==> src/rtl/genset_seq_map.vh <==
// constants for the dual genset standby sequencer
// Behaviour
// - no start outputs without standby request
// - request starts preferred genset immediately
// - preferred fails: engine start delay, start backup
// - connect load only to available genset
// - preferred returns: retransfer delay, move back
// - after retransfer, cool down then stop backup
// - request withdrawn: cool down, stop active genset
// - preferred change transfers when needed and available
// - alternation: each later outage swaps preferred
// - toggle on outage, lead tests or expiry of the alternation period
// - backup takeover keeps preferred unchanged
// - alternation period limited to two weeks
// - alternation period in one-hour steps
// - running preferred fails: start backup, transfer
// - preferred change: cool down old preferred
// - lamp test lights all indicators
// - programmable delays, defaults 3 s and 600 s
`ifndef GENSET_SEQ_MAP_VH
`define GENSET_SEQ_MAP_VH
`define CLK_HZ 25000000
`define TICK_DIV (`CLK_HZ)
`define START_DLY_SEC 16'h0003
`define RETRANS_DLY_SEC 16'h0258
`define COOL_DLY_SEC 16'h0258
`define ALT_MAX_HOURS 16'h0150
`define SEC_PER_HOUR 16'h0E10
`define ADDR_START_DLY 4'h0
`define ADDR_RETRANS_DLY 4'h1
`define ADDR_COOL_DLY 4'h2
`define ADDR_CTRL 4'h3
`define ADDR_ALT_HOURS 4'h4
`define ADDR_STATUS 4'h5
`define CTRL_PREF_BIT 0
`define CTRL_ALT_EN_BIT 1
`endif

==> src/rtl/genset_seq.v <==
// dual genset standby sequencer with a small register port
//
// The plain strobed port and the register offsets were decided locally.
`timescale 1ns/100ps
`include "genset_seq_map.vh"
module genset_seq #(
	parameter TICK_DIV = `TICK_DIV
)
(
	// clock and reset
	input wire clk_in,
	input wire rstn_in,
	// register port
	input wire [3:0] addr_in,
	input wire [15:0] wdata_in,
	input wire wr_in,
	input wire rd_in,
	output reg [15:0] rdata_out,
	// sources and requests
	input wire standby_start_request_in,
	input wire avail_one_in,
	input wire avail_two_in,
	input wire lead_test_in,
	input wire lamp_test_in,
	// genset control
	output reg start_one_out,
	output reg start_two_out,
	output reg connect_one_out,
	output reg connect_two_out,
	output wire [3:0] lamps_out
);
	localparam ST_IDLE = 3'd0;
	localparam ST_PREF_START = 3'd1;
	localparam ST_PREF_RUN = 3'd2;
	localparam ST_BACK_RUN = 3'd3;
	localparam ST_RETRANS = 3'd4;
	localparam ST_COOL_OTHER = 3'd5;
	localparam ST_STOP_COOL = 3'd6;

	reg [15:0] start_dly_r;
	reg [15:0] retrans_dly_r;
	reg [15:0] cool_dly_r;
	reg [15:0] alt_hours_r;
	reg pref_r;
	reg alt_en_r;
	reg [2:0] state_r;
	reg [15:0] tmr_r;
	reg [24:0] div_r;
	reg tick_r;
	reg req_d_r;
	reg test_d_r;
	reg first_out_r;
	reg [15:0] alt_sec_r;
	reg [15:0] alt_hr_r;
	wire avail_pref;
	wire avail_back;
	wire outage_ev;
	wire tmr_done;

	assign avail_pref = pref_r ? avail_two_in : avail_one_in;
	assign avail_back = pref_r ? avail_one_in : avail_two_in;
	assign outage_ev = (standby_start_request_in & ~req_d_r) | (lead_test_in & ~test_d_r);
	assign tmr_done = (tmr_r == 16'h0000);
	assign lamps_out = lamp_test_in ? 4'hF :
		{connect_two_out, connect_one_out, start_two_out, start_one_out};

	// one-second tick from the system clock
	always @(posedge clk_in or negedge rstn_in)
	begin
		if (!rstn_in)
		begin
			div_r <= 25'd0;
			tick_r <= 1'b0;
		end
		else if (div_r == TICK_DIV - 1)
		begin
			div_r <= 25'd0;
			tick_r <= 1'b1;
		end
		else
		begin
			div_r <= div_r + 25'd1;
			tick_r <= 1'b0;
		end
	end

	// registers; alternation enable only here, front panel has no path to it
	always @(posedge clk_in or negedge rstn_in)
	begin
		if (!rstn_in)
		begin
			start_dly_r <= `START_DLY_SEC;
			retrans_dly_r <= `RETRANS_DLY_SEC;
			cool_dly_r <= `COOL_DLY_SEC;
			alt_hours_r <= `ALT_MAX_HOURS;
			alt_en_r <= 1'b0;
		end
		else if (wr_in)
		begin
			case (addr_in)
				`ADDR_START_DLY: start_dly_r <= wdata_in;
				`ADDR_RETRANS_DLY: retrans_dly_r <= wdata_in;
				`ADDR_COOL_DLY: cool_dly_r <= wdata_in;
				`ADDR_CTRL: alt_en_r <= wdata_in[`CTRL_ALT_EN_BIT];
				`ADDR_ALT_HOURS: alt_hours_r <= (wdata_in > `ALT_MAX_HOURS) ?
					`ALT_MAX_HOURS : wdata_in;
				default: ;
			endcase
		end
	end

	always @(posedge clk_in or negedge rstn_in)
	begin
		if (!rstn_in)
			rdata_out <= 16'h0000;
		else if (rd_in)
		begin
			case (addr_in)
				`ADDR_START_DLY: rdata_out <= start_dly_r;
				`ADDR_RETRANS_DLY: rdata_out <= retrans_dly_r;
				`ADDR_COOL_DLY: rdata_out <= cool_dly_r;
				`ADDR_CTRL: rdata_out <= {14'h0000, alt_en_r, pref_r};
				`ADDR_ALT_HOURS: rdata_out <= alt_hours_r;
				`ADDR_STATUS: rdata_out <= {9'h000, state_r, connect_two_out,
					connect_one_out, start_two_out, start_one_out};
				default: rdata_out <= 16'h0000;
			endcase
		end
		else
			rdata_out <= 16'h0000;
	end

	// sequencer
	always @(posedge clk_in or negedge rstn_in)
	begin
		if (!rstn_in)
		begin
			state_r <= ST_IDLE;
			tmr_r <= 16'h0000;
			pref_r <= 1'b0;
			req_d_r <= 1'b0;
			test_d_r <= 1'b0;
			first_out_r <= 1'b1;
			alt_sec_r <= 16'h0000;
			alt_hr_r <= 16'h0000;
			start_one_out <= 1'b0;
			start_two_out <= 1'b0;
			connect_one_out <= 1'b0;
			connect_two_out <= 1'b0;
		end
		else
		begin
			req_d_r <= standby_start_request_in;
			test_d_r <= lead_test_in;
			if (tick_r && !tmr_done)
				tmr_r <= tmr_r - 16'h0001;
			// manual preferred change: running path here; the plain idle write is below
			if (wr_in && addr_in == `ADDR_CTRL && wdata_in[`CTRL_PREF_BIT] != pref_r &&
				state_r != ST_IDLE)
			begin
				pref_r <= wdata_in[`CTRL_PREF_BIT];
				state_r <= ST_PREF_START;
			end
			else
			begin
				// an idle write still lets a coinciding outage through, and the outage wins
				if (wr_in && addr_in == `ADDR_CTRL && state_r == ST_IDLE)
					pref_r <= wdata_in[`CTRL_PREF_BIT];
				if (outage_ev && alt_en_r)
				begin
					if (first_out_r)
						first_out_r <= 1'b0;
					else
					begin
						pref_r <= ~pref_r;
						// a lead test while running hands over like a manual change
						if (state_r == ST_PREF_RUN)
							state_r <= ST_PREF_START;
					end
					alt_sec_r <= 16'h0000;
					alt_hr_r <= 16'h0000;
				end
				else if (alt_en_r && tick_r && state_r == ST_PREF_RUN)
				begin
					// period cap, counted only while the preferred carries the load
					// so that a changeover never cuts into another handover
					if (alt_sec_r == `SEC_PER_HOUR - 16'h0001)
					begin
						alt_sec_r <= 16'h0000;
						if (alt_hr_r + 16'h0001 >= alt_hours_r)
						begin
							alt_hr_r <= 16'h0000;
							pref_r <= ~pref_r;
							state_r <= ST_PREF_START;
						end
						else
							alt_hr_r <= alt_hr_r + 16'h0001;
					end
					else
						alt_sec_r <= alt_sec_r + 16'h0001;
				end
				case (state_r)
					ST_IDLE:
					begin
						start_one_out <= 1'b0;
						start_two_out <= 1'b0;
						connect_one_out <= 1'b0;
						connect_two_out <= 1'b0;
						if (standby_start_request_in)
						begin
							state_r <= ST_PREF_START;
							tmr_r <= start_dly_r;
						end
					end
					ST_PREF_START:
					begin
						// preferred starts at once; old one keeps load until handover
						if (standby_start_request_in && pref_r)
							start_two_out <= 1'b1;
						else if (standby_start_request_in)
							start_one_out <= 1'b1;
						if (!standby_start_request_in)
						begin
							state_r <= ST_STOP_COOL;
							tmr_r <= cool_dly_r;
						end
						else if (avail_pref)
						begin
							connect_one_out <= ~pref_r;
							connect_two_out <= pref_r;
							if (connect_one_out | connect_two_out)
							begin
								state_r <= ST_COOL_OTHER;
								tmr_r <= cool_dly_r;
							end
							else
								state_r <= ST_PREF_RUN;
						end
						else if (tmr_done && !(connect_one_out | connect_two_out))
						begin
							// pref flag kept; backup only carries the load
							if (pref_r)
								start_one_out <= 1'b1;
							else
								start_two_out <= 1'b1;
							state_r <= ST_BACK_RUN;
						end
					end
					ST_PREF_RUN:
					begin
						if (!standby_start_request_in)
						begin
							state_r <= ST_STOP_COOL;
							tmr_r <= cool_dly_r;
						end
						else if (!avail_pref)
						begin
							connect_one_out <= 1'b0;
							connect_two_out <= 1'b0;
							if (pref_r)
								start_one_out <= 1'b1;
							else
								start_two_out <= 1'b1;
							state_r <= ST_BACK_RUN;
						end
					end
					ST_BACK_RUN:
					begin
						if (avail_back && !(connect_one_out | connect_two_out))
						begin
							connect_one_out <= pref_r;
							connect_two_out <= ~pref_r;
						end
						if (!standby_start_request_in)
						begin
							state_r <= ST_STOP_COOL;
							tmr_r <= cool_dly_r;
						end
						else if (avail_pref)
						begin
							state_r <= ST_RETRANS;
							tmr_r <= retrans_dly_r;
						end
					end
					ST_RETRANS:
					begin
						if (!standby_start_request_in)
						begin
							state_r <= ST_STOP_COOL;
							tmr_r <= cool_dly_r;
						end
						else if (!avail_pref)
							state_r <= ST_BACK_RUN;
						else if (tmr_done)
						begin
							connect_one_out <= ~pref_r;
							connect_two_out <= pref_r;
							state_r <= ST_COOL_OTHER;
							tmr_r <= cool_dly_r;
						end
					end
					ST_COOL_OTHER:
					begin
						if (tmr_done)
						begin
							if (pref_r)
								start_one_out <= 1'b0;
							else
								start_two_out <= 1'b0;
							state_r <= standby_start_request_in ? ST_PREF_RUN : ST_STOP_COOL;
							tmr_r <= cool_dly_r;
						end
					end
					ST_STOP_COOL:
					begin
						if (standby_start_request_in)
							state_r <= ST_PREF_START;
						else if (tmr_done)
						begin
							start_one_out <= 1'b0;
							start_two_out <= 1'b0;
							connect_one_out <= 1'b0;
							connect_two_out <= 1'b0;
							state_r <= ST_IDLE;
						end
					end
					default: state_r <= ST_IDLE;
				endcase
			end
		end
	end
endmodule

==> config.mk <==
export PLATFORM = sky130hd
export DESIGN_NAME = genset_seq
export DESIGN_NICKNAME = d
export VERILOG_FILES = /design/src/rtl/genset_seq.v
export VERILOG_INCLUDE_DIRS = /design/src /design/src/rtl
export SDC_FILE = /design/constraint.sdc
export NUM_CORES = 1
export LEC_CHECK = 0
export BUFFER_PORTS_ARGS = -buffer_cell sky130_fd_sc_hd__buf_2
export CAP_MARGIN = 25
export CELL_PAD_IN_SITES_DETAIL_PLACEMENT = 1
export CELL_PAD_IN_SITES_GLOBAL_PLACEMENT = 1
export CORE_ASPECT_RATIO = 0.9
export CORE_UTILIZATION = 44
export CTS_CLUSTER_DIAMETER = 50
export DETAILED_ROUTE_END_ITERATION = 7
export HOLD_SLACK_MARGIN = 0.06
export PLACE_DENSITY_LB_ADDON = 0.1
export SYNTH_ARGS = -nofsm -noshare
export SYNTH_HDL_FRONTEND = slang
export SYNTH_SLANG_ARGS = --single-unit
==> constraint.sdc <==
create_clock -name clk_in -period 3.2 [get_ports clk_in]
set_input_delay 0.48 -clock clk_in [delete_from_list [all_inputs] [get_ports clk_in]]
set_output_delay 0.48 -clock clk_in [all_outputs]
set_load 0.01 [all_outputs]
* Word-level counts from Yosys, hierarchy flattened
Cells that the tools add are included.
Storage, ports and cells: flip-flop bits (word level) 166, input port bits 29, output and inout bits 24
Cells by class: add/sub/neg operators 4, magnitude comparators 2, equality and inequality tests 29, multiplexer cells 100, bitwise logic cells 8, reduce and logical (&&, ||, !) cells 32
Operator list (number):
- two-way mux 16 bit | 21
- case mux 16 bit (6 select lines) | 2
- two-way mux 3 bit | 23
- two-way mux 1 bit | 47
- adder 16 x 1 -> 16 bit (second input constant) | 2
- inequality test 2 bit (second input constant) | 15
- adder 25 x 1 -> 25 bit (second input constant) | 1
- equality test 25 bit (second input constant) | 1
- two-way mux 25 bit | 1
- case mux 3 bit (7 select lines) | 1
- AND reduction 9 bit | 2
- equality test 16 x 12 -> 1 bit (second input constant) | 1
- greater-or-equal comparator 16 bit | 1
- > comparator 16 x 9 -> 1 bit (second input constant) | 1
- zero test 16 bit | 1
- subtractor 16 x 1 -> 16 bit (second input constant) | 1
- AND reduction 2 bit | 7
- case mux 1 bit (6 select lines) | 2
- AND reduction 12 bit | 1
- logical AND 1 bit | 11
- case mux 1 bit (5 select lines) | 2
- equality test 3 bit (second input constant) | 3
- equality test 4 x 2 -> 1 bit (second input constant) | 2
- equality test 4 x 3 -> 1 bit (second input constant) | 2
- other kinds (16) | 24

* Longest topological paths before layout
depth in word-level cells 11, depth in mapped cells 15, depth with buffers taken out 13

* Least setup slack after synthesis
OpenSTA, ideal clock, no wires.
kind register to register, from reg alt_hr_r[0], to reg alt_hr_r[7], data arrival time 3.073 ns, path slack 0.046 ns, stages on the path, launching flop included 16, path buffers 2, path through dfrtp_1 -> ha_1 -> nand3_1 -> nor2_1 -> and3_1 -> clkbuf_1 -> nand3_1 -> xnor2_1 -> ha_1 -> nand4_1 -> nor3_1 -> a311oi_1 -> and2_1 -> clkbuf_1 -> a41oi_1 -> a31oi_1
Between the ends: word-level cells in the longest chain between the ends 6
RTL lines:
- start, declared | line genset_seq.v:54 | reg [15:0] alt_hr_r;
- start signal, assigned | line genset_seq.v:197 | alt_hr_r <= alt_hr_r + 16'h0001;
- adder 16 x 1 -> 16 bit (*) | line genset_seq.v:190, genset_seq.v:197
- greater-or-equal comparator 16 bit | line genset_seq.v:190 | if (alt_hr_r + 16'h0001 >= alt_hours_r)
- two-way mux 16 bit (*) | line genset_seq.v:190
- two-way mux 16 bit (*) | line genset_seq.v:187 | if (alt_sec_r == `SEC_PER_HOUR - 16'h0001)
- two-way mux 16 bit (*) | line genset_seq.v:183 | else if (alt_en_r && tick_r && state_r == ST_PREF_RUN)
- two-way mux 16 bit (*) | line genset_seq.v:169 | if (outage_ev && alt_en_r)
Every way passes the cells marked *; elsewhere a longest branch is shown, timed or not. The select of a mux whose other input is x is not followed. A chain may end at the register's enable or synchronous reset.

* Worst setup path in the final report
from reg alt_hr_r[3], to reg alt_hr_r[8]
The elaborated chain is that of the path after synthesis.

==> metrics <==
crit path kind reg2reg; hold slack 91.2 ps; Startpoint Class register; IO buf count 52; Slew @ Worst Pin 1030 ps; Worst path slowest cell dfrtp_1; CP top delay family simple AND/OR/NAND/NOR gates; Final Hold Fails 0; period utilization 103%; Die H 147 µm; worst hold path type in2async; Power per Cell Area 694 nW/µm²; Pleak 5.15 nW; failing checks negative setup slack; share of synthesized registers carrying an async set or reset 100%; flip-flop and latch count after synthesis 166; PnR worst setup slack -92.8 ps; worst path bufs/invs 1; yosys warns 0; H-tree depth 4; cell area after synthesis 10200 µm²; Post-DRT Antenna Nets 0; drt drc 0; clock skew 10.9 ps; crit path DAT 3610 ps; status finished, violations left; initial core utilization 45.1%; synth top area cells dfrtp_1 37%, mux2_2 5.7%, dfstp_2 3.6%; initial antenna violation count 0; row count 52; Vias per Instance 6.49; Slew Limit Fails 0; max incr delay on CP 420 ps; Max FO, Critical Path 5; Total GRT Usage 30.3%; RSZ-0062 raised after global routing yes; Primary FF master, synth dfrtp_1; drt wl/cell 24.1 µm; CTS buffer count 17; final setup vio count 5; Setup TNS -123 ps; DR vias 9677; crit path capture type register; Area Overhead vs Synth 18.4%; Synth area leader dfrtp_1; final net count 1231; clock sinks 166; commonest non-fill, non-tap cell in the layout dfrtp_1; ant diodes 0; layout cell share with drive strength beyond 1 23.5%; clk slew on worst S/H paths 80 ps; clk_lat worst skew 450 ps; fmax 0.304 GHz; fillcell total 2586; sequential-to-total area share from yosys stat 40.9%; total of max-cap violations 0; routed wire length 35900 µm; commonest non-fill, non-tap cells in the layout 152 x dfrtp_1, 92 x nand2_1, 74 x buf_4; Min Clock Period, post-route 3290 ps; vias in the first global route 9748; Synth Net Count 1146; Synth top area share 37.3%; WP data required 3520 ps; Top Ports 53; CTS Buffer Depth 2; worst-path cell chain nand4_1 -> nor3_2 -> and3_4 -> nand3_1 -> xnor2_2 -> ha_1 -> nand4_1 -> nor3_2 -> a311oi_2 -> and2_4 -> clkbuf_16 -> a41oi_1 -> a31oi_1; Slew headroom 30.6%; Die W 163 µm; number of DRC markers in iteration 0 792; number of synthesized flops with an enable pin 0; CTS tree yes; Gate Count Post-Synth 1096; Netlist cell types 85; die area 23800 µm²; grt total ovfl 0; pin count of the biggest net entering global routing 79; Routability Congestion 0.901; HPWL after DPL 25700 µm; global-route wire length before repair 55700 µm; mean area per synthesized cell 9.32 µm²; root buf cell clkbuf_16; TritonRoute pass-1 iters 7; Worst VDD drop 0.317 mV; core area 22600 µm²
[routing by layer]
layer / up-vias / wire length [µm] / track usage [%]
met5: - / 0 / 0
met4: 0 / 661 / 7.57
met3: 47 / 2180 / 4.94
met2: 314 / 16900 / 48.4
met1: 4950 / 16100 / 42.7
li1: 4366 / - / -
[what timing repair did]
| item | CTS | global route |
|---|---|---|
| endpoints found under the setup margin | 19 | 19 |
| buffers inserted | 1 | 6 |
| endpoints found under the hold margin | 0 | 0 |
| hold buffers | 0 | 0 |
| cloned | 0 | 2 |
| gates resized for setup | 7 | 29 |
| pin swaps | 1 | 18 |
[final timing paths]
kind                                          from                         end  slack, ps  cells after the start
max in group asynchronous                  rstn_in  alt_hours_r[8]$_DFFE_PN1P_       2250                      2
min in group clk_in                   lead_test_in          test_d_r$_DFF_PN0_        150                      1
hold / removal                             rstn_in          div_r[2]$_DFF_PN0_         90                      1
setup reg to reg           alt_hr_r[3]$_DFFE_PN0P_     alt_hr_r[8]$_DFFE_PN0P_        -90                     13
hold reg to reg                 div_r[0]$_DFF_PN0_          div_r[0]$_DFF_PN0_        500                      1
setup / recovery           alt_hr_r[3]$_DFFE_PN0P_     alt_hr_r[8]$_DFFE_PN0P_        -90                     13
[final cells by class]
| class | count | area (µm²) | area share [%] |
|---|---|---|---|
| Clock buffer | 17 | 425 | 3.52 |
| Clock inverter | 15 | 185 | 1.53 |
| Inverter | 34 | 128 | 1.06 |
| Multi-Input combinational cell | 832 | 5890 | 48.8 |
| Sequential cell | 166 | 4170 | 34.5 |
| Tap cell | 297 | 372 | 3.07 |
| Timing Repair Buffer | 130 | 912 | 7.55 |
[cells in the mapped netlist (16+ instances only)]
cell      instances
mux2_2           52
and3_1           17
o21ai_0          70
nand2_1          92
xnor2_1          25
xor2_1           26
nand3_1          45
a21oi_1          65
a31oi_1          19
nor2_1           74
dfrtp_1         152
nor4_1           16
nor3_1           18
ha_1             21
clkbuf_1         54
inv_1            34
[power by group]
group	total [W]	switching, W	internal [W]
sequential	0.00285	0.000417	0.00243
clock	0.00214	0.00108	0.00106
combinational	0.00340	0.00212	0.00129
total	0.00839	0.00361	0.00478
[per-stage QoR]
stage	setup WS (ps)	cell area [µm²]	utilization, %	cells	total power, W
global placement	-30.0	11200	49.2	1448	0.00605
finish	-92.8	12100	53.4	1491	0.00839
CTS	9.47	11800	52.1	1481	0.00830
floorplan	45.6	10200	-	1096	0.00487
detailed placement	-213	11200	49.2	1448	0.00615
global route	-207	12100	53.4	1491	0.00880
[registers in the layout, indices dropped and copies added, names as in the netlist]
register / cells
connect_two_out: 1
alt_hours_r: 16
start_dly_r: 16
test_d_r: 1
tick_r: 1
connect_one_out: 1
alt_sec_r: 16
div_r: 25
tmr_r: 16
alt_hr_r: 16
state_r: 3
cool_dly_r: 16
alt_en_r: 1
start_one_out: 1
req_d_r: 1
first_out_r: 1
retrans_dly_r: 16
rdata_out: 16
pref_r: 1
start_two_out: 1
[cells by family (layout without fill, tap and decap cells)]
group           after synthesis  after routing  synth area share (%)
mux                          60             60                  6.52
fa+ha+maj                    21             21                  2.57
buf+inv                      98            196                  3.75
compound gates              342            342                  23.6
simple gates                358            358                  18.3
flops                       166            166                  40.9
xor+xnor                     51             51                  4.38
[worst register-to-register path: cells and delay by family, from the launching register on]
| family | cells | cell delay (ps) |
|---|---|---|
| AOI/OAI and AO/OA | 3 | 420 |
| buffers and inverters | 1 | 150 |
| xor gates and xnor gates | 1 | 170 |
| and+or+nand+nor | 7 | 1680 |
| adders and majority gates | 1 | 330 |
| DFF | 1 | 420 |
No activity file was read; power rests on OpenSTA's default activity.
